$ cat config.mk
export PLATFORM = sky130hd
export DESIGN_NAME = rvc_core
export DESIGN_NICKNAME = d
export VERILOG_FILES = /design/src/design/rvc_pkg.sv /design/src/design/rvc_core.sv /design/src/design/rvc_sync.sv
export SDC_FILE = /design/constraint.sdc
export NUM_CORES = 1
export LEC_CHECK = 0
export ABC_AREA = 1
export CAP_MARGIN = 20
export CORE_UTILIZATION = 64
export DETAILED_ROUTE_END_ITERATION = 10
export DONT_BUFFER_PORTS = 1
export PLACE_DENSITY = 0.8
export SLEW_MARGIN = 10
export SYNTH_ARGS = -nofsm -noshare
export SYNTH_HDL_FRONTEND = slang
export SYNTH_SLANG_ARGS = --single-unit
$ cat constraint.sdc
create_clock -name sys_clk -period 4.2 [get_ports sys_clk]
set_input_delay 1.26 -clock sys_clk [delete_from_list [all_inputs] [get_ports sys_clk]]
set_output_delay 1.26 -clock sys_clk [all_outputs]
set_load 0.005 [all_outputs]
$ cat src/design/rvc_pkg.sv
// Shared constants and types of the regulator serial-control block.
// Assumes a 50 MHz system clock; all cycle counts are derived from it here.
package rvc_pkg;

   // ****************************************************
   // Serial target addressing
   // ****************************************************
   localparam logic [6:0] OWN_ADDR = 7'h42;
   localparam logic [4:0] HS_CODE = 5'h01;
   localparam logic [3:0] BITS_PER_BYTE = 4'h8;

   // ****************************************************
   // Register indices, resets and field positions
   // ****************************************************
   localparam logic [2:0] IDX_V1 = 3'h1;
   localparam logic [2:0] IDX_V2 = 3'h2;
   localparam logic [2:0] IDX_CTRL = 3'h3;
   localparam logic [2:0] IDX_STAT = 3'h5;
   localparam logic [7:0] V_RST = 8'h64;
   localparam logic [7:0] CTRL_RST = 8'h6f;
   localparam int CTRL_RESET = 7;
   localparam int CTRL_FORCED_PWM_OPERATION_CHG = 6;
   localparam int CTRL_SWEN = 5;
   localparam int CTRL_FORCED_PWM_OPERATION = 4;
   localparam int CTRL_DISCH = 3;
   localparam int CTRL_HICCUP = 2;
   localparam int STAT_THERM = 4;
   localparam int STAT_HICCUP = 3;

   // ****************************************************
   // Timing
   // ****************************************************
   localparam int CLK_MHZ = 50;
   localparam int STEP0_NS = 250;
   localparam int STEP1_NS = 500;
   localparam int STEP2_NS = 1000;
   localparam int STEP3_NS = 5000;
   localparam logic [8:0] STEP0_CYC = 9'((STEP0_NS * CLK_MHZ) / 1000);
   localparam logic [8:0] STEP1_CYC = 9'((STEP1_NS * CLK_MHZ) / 1000);
   localparam logic [8:0] STEP2_CYC = 9'((STEP2_NS * CLK_MHZ) / 1000);
   localparam logic [8:0] STEP3_CYC = 9'((STEP3_NS * CLK_MHZ) / 1000);
   localparam int PG_DEGLITCH_NS = 16000;
   localparam logic [9:0] PG_DEGLITCH_CYC = 10'((PG_DEGLITCH_NS * CLK_MHZ) / 1000);

   typedef enum logic [3:0] {ST_IDLE, ST_ADDR, ST_ACK_ADDR, ST_REG, ST_ACK_REG,
      ST_WR, ST_ACK_WR, ST_RD, ST_ACK_RD} rvc_state_t;

endpackage

$ cat src/design/rvc_core.sv
// Serial-bus target, setpoint registers, setpoint ramp and power-good logic of a step-down regulator.
// Assumes SCL, SDA, select pin and window comparator are asynchronous; SDA is open drain.
//
// Notes on behaviour
// - Fixed target address and preset start-up setpoint, no resistor selection.
// - After start-up the select pin picks which setpoint register is used.
// - Select low uses the first setting, high uses the second.
// - During a setpoint change force PWM when the control bit asks.
// - Setpoint steps toward target at the programmed ramp speed.
// - Power-good released inside the window, pulled low outside it.
// - Power-good changes only after a deglitch delay in normal operation.
// - Serial target works at 100k, 400k, 1M and 3.4M bit rates.
// - Start is SDA falling while SCL is high.
// - SDA stays stable while SCL is high except start and stop.
// - Acknowledge only a matching address, low through the ninth clock high.
// - Direction zero writes, direction one reads.
// - The receiving party acknowledges each byte.
// - Byte plus acknowledge groups repeat until stop or repeated start.
// - Stop is SDA rising while SCL high; then wait for new start.
// - Reading an unimplemented register returns zero.
// - High-speed code is not acknowledged but enables high-speed mode.
// - High-speed mode stays through repeated starts, ends on stop.
// - A write is address, register index and data, each acknowledged.
// - Written data commits on the falling edge of its acknowledge.
// - Index byte has upper five bits zero, lower three select register.
// - Setpoint registers at indices one and two, reset to 0x64.
// - Ramp field 00..11 gives 20, 10, 5, 1 mV per microsecond.
`timescale 1ns/1ps
`default_nettype none
module rvc_core
(
   input wire logic sys_clk,
   input wire logic rst,
   input wire logic scl_in,
   input wire logic sda_in,
   output logic sda_out,
   output logic sda_oe,
   input wire logic setpoint_select_pin,
   input wire logic startup_done,
   input wire logic vout_in_window,
   input wire logic thermal_warning,
   input wire logic hiccup_seen,
   output logic power_good_output,
   output logic power_good_oe,
   output logic [7:0] setpoint_code,
   output logic forced_pwm_operation,
   output logic light_load_pwm,
   output logic sw_enable,
   output logic discharge_enable,
   output logic hiccup_enable,
   output logic [1:0] ramp_speed,
   output logic hs_mode
);
   // ****************************************************
   // Input synchronisation and bus events
   // ****************************************************
   logic scl_s, sda_s, sel_s, win_s;
   logic scl_q, sda_q;
   logic scl_rise, scl_fall, start_evt, stop_evt;

   rvc_sync #(.WIDTH(4)) u_sync
   (
      .sys_clk(sys_clk),
      .rst(rst),
      .async_in({scl_in, sda_in, setpoint_select_pin, vout_in_window}),
      .sync_out({scl_s, sda_s, sel_s, win_s})
   );

   // Edge and condition detection on the filtered lines
   assign scl_rise = scl_s & ~scl_q;
   assign scl_fall = ~scl_s & scl_q;
   assign start_evt = scl_s & scl_q & sda_q & ~sda_s;
   assign stop_evt = scl_s & scl_q & ~sda_q & sda_s;

   // ****************************************************
   // Register file access
   // ****************************************************
   logic [7:0] v1_q, v1_d, v2_q, v2_d, ctrl_q, ctrl_d;

   // Index byte is valid only with its upper bits clear
   function automatic logic idx_ok(input logic [7:0] idx);
      idx_ok = (idx[7:3] == 5'h00);
   endfunction

   // Read value of an index; anything unlisted reads zero
   function automatic logic [7:0] rd_val(input logic [7:0] idx);
      rd_val = 8'h00;
      if (idx_ok(idx))
      begin
         unique case (idx[2:0])
            rvc_pkg::IDX_V1: rd_val = v1_q;
            rvc_pkg::IDX_V2: rd_val = v2_q;
            rvc_pkg::IDX_CTRL: rd_val = ctrl_q;
            rvc_pkg::IDX_STAT:
            begin
               rd_val[rvc_pkg::STAT_THERM] = thermal_warning;
               rd_val[rvc_pkg::STAT_HICCUP] = hiccup_seen;
            end
            default: rd_val = 8'h00;
         endcase
      end
   endfunction

   // ****************************************************
   // Serial target engine
   // ****************************************************
   rvc_pkg::rvc_state_t st_q, st_d;
   logic [3:0] cnt_q, cnt_d;
   logic [7:0] sh_q, sh_d, idx_q, idx_d;
   logic rw_q, rw_d, oe_q, oe_d, hs_q, hs_d, mack_q, mack_d;

   // Next state of the target, including register commits
   always_comb
   begin
      st_d = st_q;
      cnt_d = cnt_q;
      sh_d = sh_q;
      idx_d = idx_q;
      rw_d = rw_q;
      oe_d = oe_q;
      hs_d = hs_q;
      mack_d = mack_q;
      v1_d = v1_q;
      v2_d = v2_q;
      ctrl_d = ctrl_q;
      if (stop_evt)
      begin
         st_d = rvc_pkg::ST_IDLE;
         oe_d = 1'b0;
         hs_d = 1'b0;
      end
      else if (start_evt)
      begin
         st_d = rvc_pkg::ST_ADDR;
         cnt_d = 4'h0;
         oe_d = 1'b0;
      end
      else if (scl_rise)
      begin
         // Sample on SCL high; data is stable there
         if (st_q inside {rvc_pkg::ST_ADDR, rvc_pkg::ST_REG, rvc_pkg::ST_WR})
         begin
            sh_d = {sh_q[6:0], sda_s};
            cnt_d = cnt_q + 4'h1;
         end
         else if (st_q == rvc_pkg::ST_RD)
         begin
            cnt_d = cnt_q + 4'h1;
         end
         else if (st_q == rvc_pkg::ST_ACK_RD)
         begin
            mack_d = ~sda_s;
         end
      end
      else if (scl_fall)
      begin
         unique case (st_q)
            rvc_pkg::ST_IDLE:
            begin
            end
            rvc_pkg::ST_ADDR:
            begin
               if (cnt_q == rvc_pkg::BITS_PER_BYTE)
               begin
                  cnt_d = 4'h0;
                  if (sh_q[7:1] == rvc_pkg::OWN_ADDR)
                  begin
                     oe_d = 1'b1;
                     rw_d = sh_q[0];
                     st_d = rvc_pkg::ST_ACK_ADDR;
                  end
                  else
                  begin
                     if (sh_q[7:3] == rvc_pkg::HS_CODE)
                     begin
                        hs_d = 1'b1;
                     end
                     st_d = rvc_pkg::ST_IDLE;
                  end
               end
            end
            rvc_pkg::ST_REG, rvc_pkg::ST_WR:
            begin
               if (cnt_q == rvc_pkg::BITS_PER_BYTE)
               begin
                  cnt_d = 4'h0;
                  oe_d = 1'b1;
                  if (st_q == rvc_pkg::ST_REG)
                  begin
                     idx_d = sh_q;
                     st_d = rvc_pkg::ST_ACK_REG;
                  end
                  else
                  begin
                     st_d = rvc_pkg::ST_ACK_WR;
                  end
               end
            end
            rvc_pkg::ST_ACK_ADDR, rvc_pkg::ST_ACK_RD:
            begin
               if ((st_q == rvc_pkg::ST_ACK_ADDR && rw_q) || (st_q == rvc_pkg::ST_ACK_RD && mack_q))
               begin
                  sh_d = rd_val(idx_q);
                  oe_d = ~sh_d[7];
                  cnt_d = 4'h0;
                  st_d = rvc_pkg::ST_RD;
               end
               else
               begin
                  oe_d = 1'b0;
                  st_d = (st_q == rvc_pkg::ST_ACK_ADDR) ? rvc_pkg::ST_REG : rvc_pkg::ST_IDLE;
               end
            end
            rvc_pkg::ST_ACK_REG:
            begin
               oe_d = 1'b0;
               st_d = rvc_pkg::ST_WR;
            end
            rvc_pkg::ST_ACK_WR:
            begin
               oe_d = 1'b0;
               st_d = rvc_pkg::ST_WR;
               if (idx_ok(idx_q))
               begin
                  unique case (idx_q[2:0])
                     rvc_pkg::IDX_V1: v1_d = sh_q;
                     rvc_pkg::IDX_V2: v2_d = sh_q;
                     rvc_pkg::IDX_CTRL: ctrl_d = sh_q;
                     default: ctrl_d = ctrl_q;
                  endcase
               end
            end
            rvc_pkg::ST_RD:
            begin
               if (cnt_q == rvc_pkg::BITS_PER_BYTE)
               begin
                  oe_d = 1'b0; // Controller acknowledges
                  mack_d = 1'b0;
                  st_d = rvc_pkg::ST_ACK_RD;
               end
               else
               begin
                  sh_d = {sh_q[6:0], 1'b0};
                  oe_d = ~sh_q[6];
               end
            end
         endcase
      end
      // Software reset bit restores every register, itself included
      if (ctrl_q[rvc_pkg::CTRL_RESET])
      begin
         v1_d = rvc_pkg::V_RST;
         v2_d = rvc_pkg::V_RST;
         ctrl_d = rvc_pkg::CTRL_RST;
      end
   end

   // Engine and register state
   always_ff @(posedge sys_clk)
   begin
      if (rst)
      begin
         scl_q <= 1'b1;
         sda_q <= 1'b1;
         st_q <= rvc_pkg::ST_IDLE;
         cnt_q <= 4'h0;
         sh_q <= 8'h00;
         idx_q <= 8'h00;
         rw_q <= 1'b0;
         oe_q <= 1'b0;
         hs_q <= 1'b0;
         mack_q <= 1'b0;
         v1_q <= rvc_pkg::V_RST;
         v2_q <= rvc_pkg::V_RST;
         ctrl_q <= rvc_pkg::CTRL_RST;
      end
      else
      begin
         scl_q <= scl_s;
         sda_q <= sda_s;
         st_q <= st_d;
         cnt_q <= cnt_d;
         sh_q <= sh_d;
         idx_q <= idx_d;
         rw_q <= rw_d;
         oe_q <= oe_d;
         hs_q <= hs_d;
         mack_q <= mack_d;
         v1_q <= v1_d;
         v2_q <= v2_d;
         ctrl_q <= ctrl_d;
      end
   end

   // ****************************************************
   // Setpoint selection and ramp
   // ****************************************************
   logic [7:0] target, code_q, code_d;
   logic [8:0] tmr_q, tmr_d, step_per;
   logic ramping;

   // Select pin takes effect only once start-up is over
   assign target = (startup_done && sel_s) ? v2_q : v1_q;
   assign ramping = (code_q != target);

   // Step one code per ramp period toward the target
   always_comb
   begin
      unique case (ctrl_q[1:0])
         2'h0: step_per = rvc_pkg::STEP0_CYC;
         2'h1: step_per = rvc_pkg::STEP1_CYC;
         2'h2: step_per = rvc_pkg::STEP2_CYC;
         2'h3: step_per = rvc_pkg::STEP3_CYC;
      endcase
      code_d = code_q;
      tmr_d = tmr_q + 9'h001;
      if (!ramping)
      begin
         tmr_d = 9'h000;
      end
      else if (tmr_q >= step_per - 9'h001)
      begin
         tmr_d = 9'h000;
         code_d = (code_q < target) ? code_q + 8'h01 : code_q - 8'h01;
      end
   end

   // ****************************************************
   // Power-good deglitch
   // ****************************************************
   logic pg_q, pg_d;
   logic [9:0] dg_q, dg_d;

   // Window result must hold for the deglitch time before it shows
   always_comb
   begin
      pg_d = pg_q;
      dg_d = 10'h000;
      if (!ctrl_q[rvc_pkg::CTRL_SWEN])
      begin
         pg_d = 1'b0;
      end
      else if (win_s != pg_q)
      begin
         if (dg_q == rvc_pkg::PG_DEGLITCH_CYC - 10'h001)
         begin
            pg_d = win_s;
         end
         else
         begin
            dg_d = dg_q + 10'h001;
         end
      end
   end

   // Ramp and power-good state
   always_ff @(posedge sys_clk)
   begin
      if (rst)
      begin
         code_q <= rvc_pkg::V_RST;
         tmr_q <= 9'h000;
         pg_q <= 1'b0;
         dg_q <= 10'h000;
      end
      else
      begin
         code_q <= code_d;
         tmr_q <= tmr_d;
         pg_q <= pg_d;
         dg_q <= dg_d;
      end
   end

   // ****************************************************
   // Outputs
   // ****************************************************
   assign sda_out = 1'b0;
   assign sda_oe = oe_q;
   assign power_good_output = 1'b0;
   assign power_good_oe = ~pg_q;
   assign setpoint_code = code_q;
   assign forced_pwm_operation = ctrl_q[rvc_pkg::CTRL_FORCED_PWM_OPERATION] | (ramping & ctrl_q[rvc_pkg::CTRL_FORCED_PWM_OPERATION_CHG]);
   assign light_load_pwm = ctrl_q[rvc_pkg::CTRL_FORCED_PWM_OPERATION];
   assign sw_enable = ctrl_q[rvc_pkg::CTRL_SWEN];
   assign discharge_enable = ctrl_q[rvc_pkg::CTRL_DISCH];
   assign hiccup_enable = ctrl_q[rvc_pkg::CTRL_HICCUP];
   assign ramp_speed = ctrl_q[1:0];
   assign hs_mode = hs_q;
endmodule
`default_nettype wire

$ cat src/design/rvc_sync.sv
// Three-stage input synchroniser with agreement filter.
// Assumes inputs are asynchronous to sys_clk; output moves when stages two and three agree.
`timescale 1ns/1ps
`default_nettype none
module rvc_sync
#(
   parameter int WIDTH = 4
)
(
   input wire logic sys_clk,
   input wire logic rst,
   input wire logic [WIDTH-1:0] async_in,
   output logic [WIDTH-1:0] sync_out
);
   logic [WIDTH-1:0] s1_q, s2_q, s3_q, out_q;
   logic [WIDTH-1:0] out_d;

   // Take a bit only when the last two stages agree
   always_comb
   begin
      for (int i = 0; i < WIDTH; i++)
      begin
         out_d[i] = (s2_q[i] == s3_q[i]) ? s3_q[i] : out_q[i];
      end
   end

   // Stage registers; buses idle high
   always_ff @(posedge sys_clk)
   begin
      if (rst)
      begin
         s1_q <= '1;
         s2_q <= '1;
         s3_q <= '1;
         out_q <= '1;
      end
      else
      begin
         s1_q <= async_in;
         s2_q <= s1_q;
         s3_q <= s2_q;
         out_q <= out_d;
      end
   end

   assign sync_out = out_q;
endmodule
`default_nettype wire

==> run metrics <==
cts hold-fix bufs=0; total die area=between 8000 and 9000 µm²; Num CTS Buffers=9; post-synth cell types=41; status=finished clean; CTS Root Cell=clkbuf_8; Hold Path Class=flop to flop; critical path launch point type=input port; n_diodes=0; area share of the leading cell type in the synthesized netlist=36.85%; largest net degree at the start of global routing=28; Final Instance Area=between 5000 and 6000 µm²; clock skew=12.99 ps; ys flop type=dfxtp_1; core area=between 7000 and 8000 µm²; Vias/cell=roughly 5.5; PortBufs=0; WS Path Type=input port to output port; commonest non-fill, non-tap cell in the layout=nand2_1; Yosys warning count=0; Power Density=~290 nW/µm²; Fmax achieved=252.1 MHz; CTS max path bufs=2; crit path time final=3967 ps; Seq cells post-synth=98; FP Rows=32; Residual DRC=0; clock tree sinks=98; Mapped Area=5324 µm²; initial antenna violation count=0; ranking of synthesized cells by area=dfxtp_1, nand2_1, ha_1, inv_1, nor2_1; post-synth top area cell=dfxtp_1; routability cong.=0.9211; remaining antenna violation count after routing=0; final setup fails=0; Post-CTS Setup Inserts=0; nets=794; Critical Path RT=roughly 2900 ps; crit path DAT=2710 ps; Post-Route WL=between 10000 and 15000 µm; IO Pins=29; drt pass-1 iters=5; Reg clk slew, reported paths=90 ps; FF/Latch Area=1962 µm²; Async SR Flop Fraction=0%; EDFF count, synth=0; fin. max-slew vios=0; RSZ-0062 raised after global routing=false; cts repair resizes=0; total track usage=between 20 and 30%; DP Area=5359 µm²; Congestion Overflow GR=0; vias in the first global route=4519; FF-to-FF path depth=19; crit share post-route=94.45%; commonest non-fill, non-tap cells in the layout=nand2_1, dfxtp_1, inv_1; final hold vios=0; via count=4747; Initial Util=67.50%; synth-to-layout area growth=4.042%; CTS tree=done; layout cells sized above 1=8.839%; CP max FO=13; H-tree depth=3; HPWL after DPL=8862 µm; footprint of the multi-input gates=2874 µm²; total of max-cap violations=0; Rel. slew slack=51.17%; CP endpoint kind=output port; worst vdd ir=282.7 µV; Die H=93.21 µm; first-pass GRT wire length=20020 µm; Hold Path Depth=1; die width=93.21 µm; sequential area share after synthesis=36.85%; setup TNS=0 ps; Layout fillers=669; Iteration-0 DRC Markers=202; Slew @ Worst Pin=~730 ps; Post-Syn Instances=756; Clock Latency Late Sink=380 ps; Leakage Power=2.496 nW; per-cell routed wire length=approximately 14 µm; synthesized area per cell=7.042 µm²
[kinds of logic after synthesis]
logic type / Yosys count / synth area share (%)
multiplexers: 3 / 0.5641
XOR/XNOR: 11 / 1.810
other: 2 / 0.1411
AND/OR/NAND/NOR: 367 / 31.23
AO/OA/AOI/OAI: 124 / 12.43
adder cells (fa/ha/maj): 32 / 7.662
buffers and inverters: 119 / 9.307
flip-flops: 98 / 36.85
[path summary, 6_finish.rpt]
| kind | from | endpoint | slack, ps |
|---|---|---|---|
| setup reg to reg | u_sync.sync_out[1] | setpoint_code[7] | 1060 |
| hold reg to reg | u_sync.s1_q[1] | u_sync.s2_q[1] | 420 |
| setup / recovery | startup_done | forced_pwm_operation | 230 |
| hold / removal | u_sync.s1_q[1] | u_sync.s2_q[1] | 420 |
[metal layers]
layer  wire length [µm]  GRT usage, %  up-vias  part of all wire [%]
met5                  0             0        -                     0
met4                133         6.923        0                   1.1
met2               5401         48.41      121                    46
li1                   -             -     2423                     -
met1               5421         37.68     2191                    46
met3                735         7.154       12                   6.3
[sequential cells by signal (all words and copies together) (netlist names), 8 cells and up]
name / count
ctrl_q: 8
tmr_q: 9
dg_q: 10
v2_q: 8
idx_q: 8
v1_q: 8
sh_q: 8
setpoint_code: 8
[cells in the mapped netlist, types with 2 or more instances]
cell type  number
nand2_1       175
dfxtp_1        98
inv_1          94
nor2_1         83
a21oi_1        55
o21ai_0        50
nand3_1        39
ha_1           31
or2_2          15
nand4_1        11
nor2_2         11
o211ai_1        9
nor3_1          7
xor2_1          7
nand2_2         6
nand3_2         6
buf_2           5
buf_4           5
clkbuf_1        5
inv_2           5
xnor2_1         4
a211oi_1        3
buf_6           3
mux2i_1         3
nand3b_1        3
nor4_1          3
a31oi_1         2
conb_1          2
nor2_4          2
nor3b_1         2
o22ai_1         2
[where the power goes]
group / switching (mW) / leakage [nW] / internal, mW
combinational: 0.0550 / 1.62 / 0.0301
clock: 0.336 / 0.0782 / 0.234
sequential: 0.00612 / 0.793 / 0.938
[layout make-up]
type / instances / area share (%)
Clock inverter: 5 / 0.7002
Inverter: 101 / 6.867
Clock buffer: 11 / 2.553
Sequential cell: 98 / 35.42
Multi-Input combinational cell: 541 / 51.89
Tap cell: 102 / 2.304
Timing Repair Buffer: 2 / 0.2711
[worst max-delay path, cell delays in order]
cell	delay, ps
nand2_1	320
o21ai_0	150
ha_1	320
nand2_1	70
nor2_1	170
nand4_1	170
nand2_1	160
nand2_1	80
[stage by stage]
stage / hold slack, ps / worst slack (ps) / cells / power (mW) / utilization (%)
after floorplan: 389.5 / 439.8 / 758 / 1.035 / -
after global placement: 392.4 / 353.4 / 844 / 1.044 / 67.94
after detailed placement: 405.1 / 160.2 / 844 / 1.050 / 67.94
after CTS: 429.0 / 272.7 / 860 / 1.605 / 70.23
after global routing: 440.6 / 94.20 / 860 / 1.654 / 70.23
final: 422.2 / 233.3 / 860 / 1.599 / 70.23
Power figures use the tool's default switching activity.
